==> src/uarcs_pkg.sv <==
// constants and types for the utmi attach, reset and chirp link sequencer
package uarcs_pkg;

  // ****************************************
  // utmi field encodings
  // ****************************************
  localparam logic [1:0] LS_SE0 = 2'h0;
  localparam logic [1:0] LS_J = 2'h1;
  localparam logic [1:0] LS_K = 2'h2;
  localparam logic [1:0] XCVR_FS = 2'h2;
  localparam logic [1:0] XCVR_HS = 2'h0;
  localparam logic [1:0] OPM_NORMAL = 2'h0;
  localparam logic [1:0] OPM_CHIRP = 2'h2;
  localparam logic [7:0] SOF_PID = 8'ha5;
  localparam logic [7:0] CHIRP_K_DATA = 8'h00;
  localparam logic [7:0] CHIRP_J_DATA = 8'hff;
  localparam logic [1:0] NUM_PAIRS = 2'h3;

  // ****************************************
  // timing
  // ****************************************
  localparam int CLK_MHZ = 50;
  localparam int T_ATTACH_MAX_MS = 100;
  localparam int T_DEBOUNCE_MS = 100;
  localparam int T_RESET_MS = 10;
  localparam int T_SLOT_MIN_US = 40;
  localparam int T_SLOT_MAX_US = 60;
  localparam int DEBOUNCE_CYC = T_DEBOUNCE_MS * 1000 * CLK_MHZ;
  localparam int RESET_CYC = T_RESET_MS * 1000 * CLK_MHZ;
  localparam int SLOT_MIN_CYC = T_SLOT_MIN_US * CLK_MHZ;
  localparam int SLOT_MAX_CYC = T_SLOT_MAX_US * CLK_MHZ;
  localparam int SLOT_CYC = (SLOT_MIN_CYC + SLOT_MAX_CYC) / 2;
  localparam int CHIRP_K_CYC = 66000;
  localparam int FILT_CYC = 165;
  localparam int TMR_W = 23;

  // ****************************************
  // control and status registers
  // ****************************************
  localparam logic [3:0] ADDR_CTRL = 4'h0;
  localparam logic [3:0] ADDR_STAT = 4'h4;
  localparam int CTRL_EN_BIT = 0;
  localparam int CTRL_HOST_BIT = 1;
  localparam int CTRL_RESTART_BIT = 2;
  localparam int STAT_STATE_LSB = 0;
  localparam int STAT_PAIRS_LSB = 4;
  localparam int STAT_HS_BIT = 6;
  localparam int STAT_LS_LSB = 8;

  typedef enum logic [3:0] {
    ST_IDLE = 4'h0,
    ST_H_PWR = 4'h1,
    ST_H_RST = 4'h2,
    ST_H_KSEEN = 4'h3,
    ST_H_CHIRP = 4'h4,
    ST_H_END = 4'h5,
    ST_H_SOF = 4'h6,
    ST_H_RUN = 4'h7,
    ST_D_ATT = 4'h8,
    ST_D_CHIRP = 4'h9,
    ST_D_PAIRS = 4'ha,
    ST_D_HS = 4'hb
  } uarcs_state_type;

  typedef struct packed {
    logic [1:0] xcvr_sel;
    logic term_sel;
    logic [1:0] opmode;
    logic tx_valid;
    logic [7:0] tx_data;
    logic dp_pulldown;
    logic dm_pulldown;
    logic vbus_drive;
  } uarcs_utmi_type;

endpackage

==> src/uarcs_ls_filt.sv <==
// line state filter: a value counts once held for a number of cycles
`timescale 1ns/100ps
`default_nettype none
module uarcs_ls_filt #(
  parameter int HOLD = 165
) (
  input wire logic clk,
  input wire logic rst,
  input wire logic [1:0] ls_in,
  output logic [1:0] ls_val,
  output logic held,
  output logic hit
);
  localparam int CW = $clog2(HOLD + 1);
  localparam logic [CW-1:0] HOLD_C = CW'(HOLD);
  logic [CW-1:0] cnt_r;
  logic [1:0] prev_r;
  logic hit_r;

  // continuous hold before a value counts
  always_ff @(posedge clk or posedge rst) begin
    if (rst) begin
      prev_r <= 2'h0;
      cnt_r <= '0;
    end else if (ls_in != prev_r) begin
      prev_r <= ls_in;
      cnt_r <= '0;
    end else if (cnt_r != HOLD_C) begin
      cnt_r <= cnt_r + CW'(1);
    end
  end

  // one pulse per qualified value, so alternations are counted once
  always_ff @(posedge clk or posedge rst) begin
    if (rst) begin
      hit_r <= 1'b0;
    end else begin
      hit_r <= (ls_in == prev_r) && (cnt_r == HOLD_C - CW'(1));
    end
  end

  assign ls_val = prev_r;
  assign held = (cnt_r == HOLD_C);
  assign hit = hit_r;
endmodule
`default_nettype wire

==> src/uarcs_seq.sv <==
// link sequencer for attach, bus reset and chirp over a utmi+ transceiver
`timescale 1ns/100ps
`default_nettype none
module uarcs_seq import uarcs_pkg::*; #(
  parameter int DEB_CYC = DEBOUNCE_CYC,
  parameter int RST_CYC = RESET_CYC,
  parameter int CHK_CYC = CHIRP_K_CYC,
  parameter int FLT_CYC = FILT_CYC
) (
  input wire logic clk,
  input wire logic rst,
  input wire logic [3:0] addr,
  input wire logic [31:0] wdata,
  input wire logic wr,
  input wire logic rd,
  output logic [31:0] rdata,
  input wire logic vbus_valid,
  input wire logic [1:0] line_state,
  input wire logic tx_ready,
  output uarcs_utmi_type utmi
);

  // ****************************************
  // register port
  // ****************************************
  logic en_r;
  logic host_r;
  logic restart_r;
  logic [31:0] rdata_r;
  uarcs_state_type st_r;
  uarcs_state_type st_nxt;
  logic [1:0] pair_r;
  logic [1:0] ls_val;
  logic ls_held;
  logic ls_hit;

  always_ff @(posedge clk or posedge rst) begin
    if (rst) begin
      en_r <= 1'b0;
      host_r <= 1'b0;
    end else if (wr && addr == ADDR_CTRL) begin
      en_r <= wdata[CTRL_EN_BIT];
      host_r <= wdata[CTRL_HOST_BIT];
    end
  end

  always_ff @(posedge clk or posedge rst) begin
    if (rst) begin
      restart_r <= 1'b0;
    end else begin
      restart_r <= wr && addr == ADDR_CTRL && wdata[CTRL_RESTART_BIT];
    end
  end

  always_ff @(posedge clk or posedge rst) begin
    if (rst) begin
      rdata_r <= 32'h0;
    end else if (rd && addr == ADDR_CTRL) begin
      rdata_r <= {30'h0, host_r, en_r};
    end else if (rd && addr == ADDR_STAT) begin
      rdata_r <= {22'h0, ls_val, 1'b0,
                  st_r == ST_D_HS || st_r == ST_H_RUN, pair_r, st_r};
    end else begin
      rdata_r <= 32'h0;
    end
  end
  assign rdata = rdata_r;

  // ****************************************
  // line state filter and timers
  // ****************************************
  uarcs_ls_filt #(.HOLD(FLT_CYC)) u_filt (
    .clk(clk),
    .rst(rst),
    .ls_in(line_state),
    .ls_val(ls_val),
    .held(ls_held),
    .hit(ls_hit)
  );

  localparam logic [TMR_W-1:0] TMR_MAX = '1;
  localparam logic [TMR_W-1:0] DEB_C = TMR_W'(DEB_CYC - 1);
  localparam logic [TMR_W-1:0] CHK_C = TMR_W'(CHK_CYC - 1);
  localparam logic [TMR_W-1:0] SLOT_C = TMR_W'(SLOT_CYC - 1);
  localparam logic [TMR_W-1:0] RST_C = TMR_W'(RST_CYC - 1);
  logic [TMR_W-1:0] tmr_r;
  logic [TMR_W-1:0] rst_tmr_r;
  logic phase_r;
  logic expect_j_r;
  logic rst_done;
  logic lost;
  logic j_held;
  assign rst_done = (rst_tmr_r == RST_C);
  assign j_held = ls_held && ls_val == LS_J;
  // the host only sees its own vbus once it has powered the port
  assign lost = !vbus_valid && st_r != ST_IDLE && st_r != ST_H_PWR;

  // per-state timer; in host power-up it only runs while J stands
  always_ff @(posedge clk or posedge rst) begin
    if (rst) begin
      tmr_r <= '0;
    end else if (st_nxt != st_r) begin
      tmr_r <= '0;
    end else if (st_r == ST_H_PWR && !j_held) begin
      tmr_r <= '0;
    end else if (st_r == ST_H_CHIRP && tmr_r == SLOT_C) begin
      tmr_r <= '0;
    end else if (tmr_r != TMR_MAX) begin
      tmr_r <= tmr_r + TMR_W'(1);
    end
  end

  // reset period timer spans the whole chirp exchange
  always_ff @(posedge clk or posedge rst) begin
    if (rst) begin
      rst_tmr_r <= '0;
    end else if (st_r == ST_H_RST || st_r == ST_H_KSEEN ||
                 st_r == ST_H_CHIRP) begin
      if (!rst_done) begin
        rst_tmr_r <= rst_tmr_r + TMR_W'(1);
      end
    end else begin
      rst_tmr_r <= '0;
    end
  end

  always_ff @(posedge clk or posedge rst) begin
    if (rst) begin
      phase_r <= 1'b0;
    end else if (st_r != ST_H_CHIRP) begin
      phase_r <= 1'b0;
    end else if (tmr_r == SLOT_C) begin
      phase_r <= !phase_r;
    end
  end

  // any break in the K-J alternation restarts the count
  always_ff @(posedge clk or posedge rst) begin
    if (rst) begin
      pair_r <= 2'h0;
      expect_j_r <= 1'b0;
    end else if (st_r != ST_D_PAIRS) begin
      pair_r <= 2'h0;
      expect_j_r <= 1'b0;
    end else if (ls_hit) begin
      if (expect_j_r && ls_val == LS_J) begin
        pair_r <= pair_r + 2'h1;
        expect_j_r <= 1'b0;
      end else if (!expect_j_r && ls_val == LS_K) begin
        expect_j_r <= 1'b1;
      end else begin
        pair_r <= 2'h0;
        expect_j_r <= (ls_val == LS_K);
      end
    end
  end

  // ****************************************
  // sequencer
  // ****************************************
  always_comb begin
    st_nxt = st_r;
    // restart, disable or vbus loss go back to idle
    if (!en_r || restart_r || lost) begin
      st_nxt = ST_IDLE;
    end else begin
      unique case (st_r)
        ST_IDLE: begin
          if (host_r) begin
            st_nxt = ST_H_PWR;
          end else if (vbus_valid) begin
            st_nxt = ST_D_ATT;
          end
        end
        // attach seen as a steady J, debounced
        ST_H_PWR: begin
          if (tmr_r >= DEB_C) begin
            st_nxt = ST_H_RST;
          end
        end
        ST_H_RST: begin
          if (ls_hit && ls_val == LS_K) begin
            st_nxt = ST_H_KSEEN;
          end
        end
        ST_H_KSEEN: begin
          if (ls_hit && ls_val == LS_SE0) begin
            st_nxt = ST_H_CHIRP;
          end
        end
        // chirps end with the reset period
        ST_H_CHIRP: begin
          if (rst_done) begin
            st_nxt = ST_H_END;
          end
        end
        ST_H_END: st_nxt = ST_H_SOF;
        ST_H_SOF: begin
          if (tx_ready) begin
            st_nxt = ST_H_RUN;
          end
        end
        ST_H_RUN: st_nxt = ST_H_RUN;
        // debounce, then driven SE0 is a bus reset
        ST_D_ATT: begin
          if (tmr_r >= DEB_C && ls_held && ls_val == LS_SE0) begin
            st_nxt = ST_D_CHIRP;
          end
        end
        ST_D_CHIRP: begin
          if (tmr_r == CHK_C) begin
            st_nxt = ST_D_PAIRS;
          end
        end
        // third pair completes on its J
        ST_D_PAIRS: begin
          if (ls_hit && ls_val == LS_J && expect_j_r &&
              pair_r == NUM_PAIRS - 2'h1) begin
            st_nxt = ST_D_HS;
          end
        end
        ST_D_HS: st_nxt = ST_D_HS;
        default: st_nxt = ST_IDLE;
      endcase
    end
  end

  always_ff @(posedge clk or posedge rst) begin
    if (rst) begin
      st_r <= ST_IDLE;
    end else begin
      st_r <= st_nxt;
    end
  end

  // ****************************************
  // transceiver controls
  // ****************************************
  uarcs_utmi_type ctl_nxt;
  uarcs_utmi_type ctl_r;

  always_comb begin
    ctl_nxt = '0;
    ctl_nxt.xcvr_sel = XCVR_FS;
    ctl_nxt.opmode = OPM_NORMAL;
    ctl_nxt.dp_pulldown = host_r;
    ctl_nxt.dm_pulldown = host_r;
    // host idles full-speed with termination high
    ctl_nxt.term_sel = host_r && st_nxt == ST_IDLE;
    unique case (st_nxt)
      ST_IDLE: ;
      ST_H_PWR: begin
        ctl_nxt.vbus_drive = 1'b1;
        ctl_nxt.term_sel = 1'b1;
      end
      ST_H_RST, ST_H_END, ST_H_RUN: begin
        ctl_nxt.vbus_drive = 1'b1;
        ctl_nxt.xcvr_sel = XCVR_HS;
      end
      ST_H_KSEEN: begin
        ctl_nxt.vbus_drive = 1'b1;
        ctl_nxt.xcvr_sel = XCVR_HS;
        ctl_nxt.opmode = OPM_CHIRP;
      end
      ST_H_CHIRP: begin
        ctl_nxt.vbus_drive = 1'b1;
        ctl_nxt.xcvr_sel = XCVR_HS;
        ctl_nxt.opmode = OPM_CHIRP;
        ctl_nxt.tx_valid = 1'b1;
        ctl_nxt.tx_data = phase_nxt() ? CHIRP_J_DATA : CHIRP_K_DATA;
      end
      ST_H_SOF: begin
        ctl_nxt.vbus_drive = 1'b1;
        ctl_nxt.xcvr_sel = XCVR_HS;
        ctl_nxt.tx_valid = 1'b1;
        ctl_nxt.tx_data = SOF_PID;
      end
      // pull-up on at once, well inside the attach limit
      ST_D_ATT: ctl_nxt.term_sel = 1'b1;
      // chirp K, stuffing and NRZI off
      ST_D_CHIRP: begin
        ctl_nxt.xcvr_sel = XCVR_HS;
        ctl_nxt.term_sel = 1'b1;
        ctl_nxt.opmode = OPM_CHIRP;
        ctl_nxt.tx_valid = 1'b1;
        ctl_nxt.tx_data = CHIRP_K_DATA;
      end
      // dropping valid returns the bus to SE0
      ST_D_PAIRS: begin
        ctl_nxt.xcvr_sel = XCVR_HS;
        ctl_nxt.term_sel = 1'b1;
        ctl_nxt.opmode = OPM_CHIRP;
      end
      ST_D_HS: ctl_nxt.xcvr_sel = XCVR_HS;
      default: ;
    endcase
  end

  // phase that the chirp timer will hold after this edge
  function automatic logic phase_nxt();
    return (st_r == ST_H_CHIRP && tmr_r == SLOT_C) ? !phase_r : phase_r;
  endfunction

  always_ff @(posedge clk or posedge rst) begin
    if (rst) begin
      ctl_r <= '0;
      ctl_r.xcvr_sel <= XCVR_FS;
    end else begin
      ctl_r <= ctl_nxt;
    end
  end
  assign utmi = ctl_r;
endmodule
`default_nettype wire

==> config.mk <==
export PLATFORM = sky130hd
export DESIGN_NAME = uarcs_seq
export DESIGN_NICKNAME = d
export VERILOG_FILES = /design/src/uarcs_pkg.sv /design/src/uarcs_ls_filt.sv /design/src/uarcs_seq.sv
export SDC_FILE = /design/constraint.sdc
export NUM_CORES = 1
export LEC_CHECK = 0
export BUFFER_PORTS_ARGS = -buffer_cell sky130_fd_sc_hd__buf_2
export CAP_MARGIN = 20
export CORE_MARGIN = 4
export CORE_UTILIZATION = 56
export DETAILED_ROUTE_END_ITERATION = 8
export PLACE_DENSITY_LB_ADDON = 0.05
export REMOVE_ABC_BUFFERS = 1
export SLEW_MARGIN = 20
export SYNTH_ARGS = -nofsm -noshare
export SYNTH_HDL_FRONTEND = slang
export SYNTH_SLANG_ARGS = --single-unit
export TNS_END_PERCENT = 50
==> constraint.sdc <==
create_clock -name clk -period 2.7 [get_ports clk]
set_input_delay 0.27 -clock clk [delete_from_list [all_inputs] [get_ports clk]]
set_output_delay 0.27 -clock clk [all_outputs]
set_load 0.005 [all_outputs]
==> metrics.txt <==
status=completed; CTS tree=done; I/O Buffers=38; CP max stage cell=dfrtp_1; Total Routing Usage GR=about a fifth; initial antenna violation count=0; FF-to-FF path depth=11; top_reg_cell synth=dfrtp_1; buffer depth of the longest clock path=2; chip width=between 100 and 150 µm; sequential share of the synthesized area=between 40% and 50%; Synth Instances=between 500 and 600; First-pass DRT Iterations=4; commonest non-fill, non-tap cell in the layout=dfrtp_1; largest net degree at the start of global routing=between 40 and 50; Post-Syn Area=between 0.004 and 0.005 mm²; Final setup violation count=0; Core Area=roughly 0.0083 mm²; critical path type=reg2reg; FP Rows=33; Clock Latency Late Sink=between 300 and 400 ps; Worst setup SP type=flip-flop; ANT nets after route=0; Max-slew headroom=a little under half; RR Endpoint=utmi[13]; Mapped Avg Cell Area=between 9 and 10 µm²; final hold vios=0; cts bufs inserted=9; average wire per standard cell=14.50 µm; final net count=between 600 and 700; Max-Cap Viols=0; power density over the cells=about 570 mW/mm²; grt total ovfl=0; library cells used by synthesis=57; reg-to-reg startpoint=tmr_r[0]; hpwl dp=roughly 7.0 mm; overall routed net length=9.732 mm; CP Launch Point=tmr_r[0]; CTS sink cnt=85; DIE AREA=roughly 0.010 mm²; largest area contributor in the netlist=dfrtp_1; share of cells above drive strength 1=between 10% and 20%; CP Capture Type=flip-flop; WP data required=2970 ps; FILL cells=687; Vias=3669; Post-synth EDFFs=0; min-delay worst type=in2async; root buffer cell=clkbuf_8; Iter 0 DRT Violations=around 180; worst path arrival time=between 2000 and 3000 ps; Pleak=roughly 2.4 nW; Synth top area share=44.01%; vias in the first global route=3704; I/O pins=93; CP peak stage delay=roughly 420 ps; post-route setup TNS=0 ps; setup slack, reg-to-reg=roughly 120 ps; Period minus WS final=between 2000 and 3000 ps; #FFs+latches synth=between 80 and 90; Layout area overhead=12.42%; DRC=0; Worst IR Drop VDD=around 300 µV; CP dominant cell by count=buf_4; Slew Limit Fails=0; Final Power=3.087 mW; synth warn=0; RD Place Congestion=0.8543; Slew @ Worst Pin=roughly 800 ps; Critical Path Sink=utmi[13]; f_max=0.3871 GHz; Initial Util=approximately 58%; Max FO, Critical Path=4; period utilisation layout=a little over nine tenths; Die H=around 100 µm; H-tree levels=3; first-pass GRT wire length=around 17 mm; Clock Pin Slew Worst Setup and Hold Paths=approximately 100 ps; crit-path cells=ha_2 -> nand3_2 -> nor2_2 -> nor3_1 -> o31ai_2 -> buf_4 -> nand4_1 -> a21oi_4 -> buf_4 -> or4b_1 -> o221ai_1; ys async rst share=100.0%; Ant. Diodes=0; DR vias/cell=roughly 5.5; Final Skew=around 9.9 ps; top post-synthesis cells by area=dfrtp_1 44%, xor2_1 5.5%, buf_4 5.0%, nor2_1 4.8%, xnor2_1 4.0%; most frequent cells in the layout=81 x dfrtp_1, 61 x nor2_1, 49 x nand2_1
==> registers in the layout, summed over array words and instances (netlist names) <==
register	flops
en_r	1
expect_j_r	1
host_r	1
pair_r	2
phase_r	1
rdata	9
restart_r	1
rst_tmr_r	23
st_r	4
tmr_r	23
u_filt.cnt_r	8
u_filt.hit	1
u_filt.ls_val	2
utmi	8
==> stage by stage <==
stage	setup slack, ps	cell area [µm²]	std cells	hold slack, ps	utilization [%]
2_1_floorplan	-299.9	4544	487	301.4	-
3_3_place_gp	98.79	5100	655	416.5	61.76
3_5_place_dp	27.48	5100	655	417.2	61.76
4_1_cts	17.38	5316	671	30.67	64.38
5_1_grt	-13.99	5369	671	30.45	65.02
6_report	116.5	5369	671	18.45	65.02
==> logic make-up (layout without fill, tap and decap cells) <==
family | count (synthesis) | count (layout) | share of synthesized area (%)
XOR/XNOR | 52 | 52 | 9.536
buffers and inverters | 63 | 91 | 7.676
other | 1 | 25 | 0.07852
multiplexers | 8 | 8 | 1.755
AND/OR/NAND/NOR | 254 | 254 | 28.14
adder cells (fa/ha/maj) | 6 | 6 | 1.572
flip-flops | 85 | 85 | 44.56
AO/OA/AOI/OAI | 45 | 45 | 6.681
==> where the power goes <==
part | internal (mW) | switching [mW]
registers | 1.34 | 0.0735
logic | 0.277 | 0.410
clock network | 0.452 | 0.531
==> worst max-delay path, delay by kind of cell (launching register included) <==
family | cells | cell delay, ps
DFF | 1 | 420
AOI/OAI and AO/OA | 3 | 600
adders and majority gates | 1 | 240
and+or+nand+nor | 5 | 910
buffers and inverters | 2 | 320
==> synthesized netlist by cell type (2+ instances only) <==
master,n
dfrtp_1,84
nor2_1,61
nand2_1,49
buf_4,32
nand3_1,32
nor3_1,32
xor2_1,30
xnor2_1,22
inv_1,12
nand4_1,12
a21oi_1,11
clkbuf_1,11
and2_1,9
and3_1,8
buf_2,8
nor4b_1,8
nor4_1,7
a31oi_1,6
and4_1,6
ha_1,6
nor2b_1,6
o21ai_0,6
mux2i_1,5
nand2b_1,5
mux2_2,3
o211ai_1,3
a211o_1,2
nand3b_1,2
nor3_2,2
nor3b_1,2
nor4b_2,2
o21ai_1,2
o31ai_1,2
or2_2,2
or3_1,2
==> what timing repair did <==
action / in CTS / in global routing
buffers inserted: 0 / 0
gates resized for setup: 0 / 11
setup endpoints to repair: 0 / 27
hold buffers: 0 / 0
==> worst min-delay path by stage <==
stage	endpoint	slack (ps)	depth (start not counted)
finish	rst_tmr_r[15]	20	2
global route	u_filt.ls_val[1]	30	1
CTS	u_filt.ls_val[1]	30	1
detailed placement	u_filt.ls_val[1]	420	1
global placement	u_filt.ls_val[0]	420	1
floorplan	u_filt.ls_val[0]	300	0
==> cell type report <==
type	instances	area [µm²]	area share [%]
timing repair buffer	63	415.4	7.737
multi-input combinational	390	2427	45.21
sequential	85	2132	39.71
clock inverter	7	92.59	1.725
tap	105	131.4	2.447
clock buffer	9	123.9	2.307
inverter	12	46.29	0.8623
==> metal layers <==
| layer | vias to the layer above | global-route usage (%) | routed length, µm |
|---|---|---|---|
| li1 | 1827 | - | - |
| met1 | 1753 | 26.87 | 4537 |
| met2 | 79 | 33.64 | 4664 |
| met3 | 10 | 3.683 | 424 |
| met4 | 0 | 6.736 | 107 |
| met5 | - | 0 | 0 |
(Power assumes the default switching activity.)
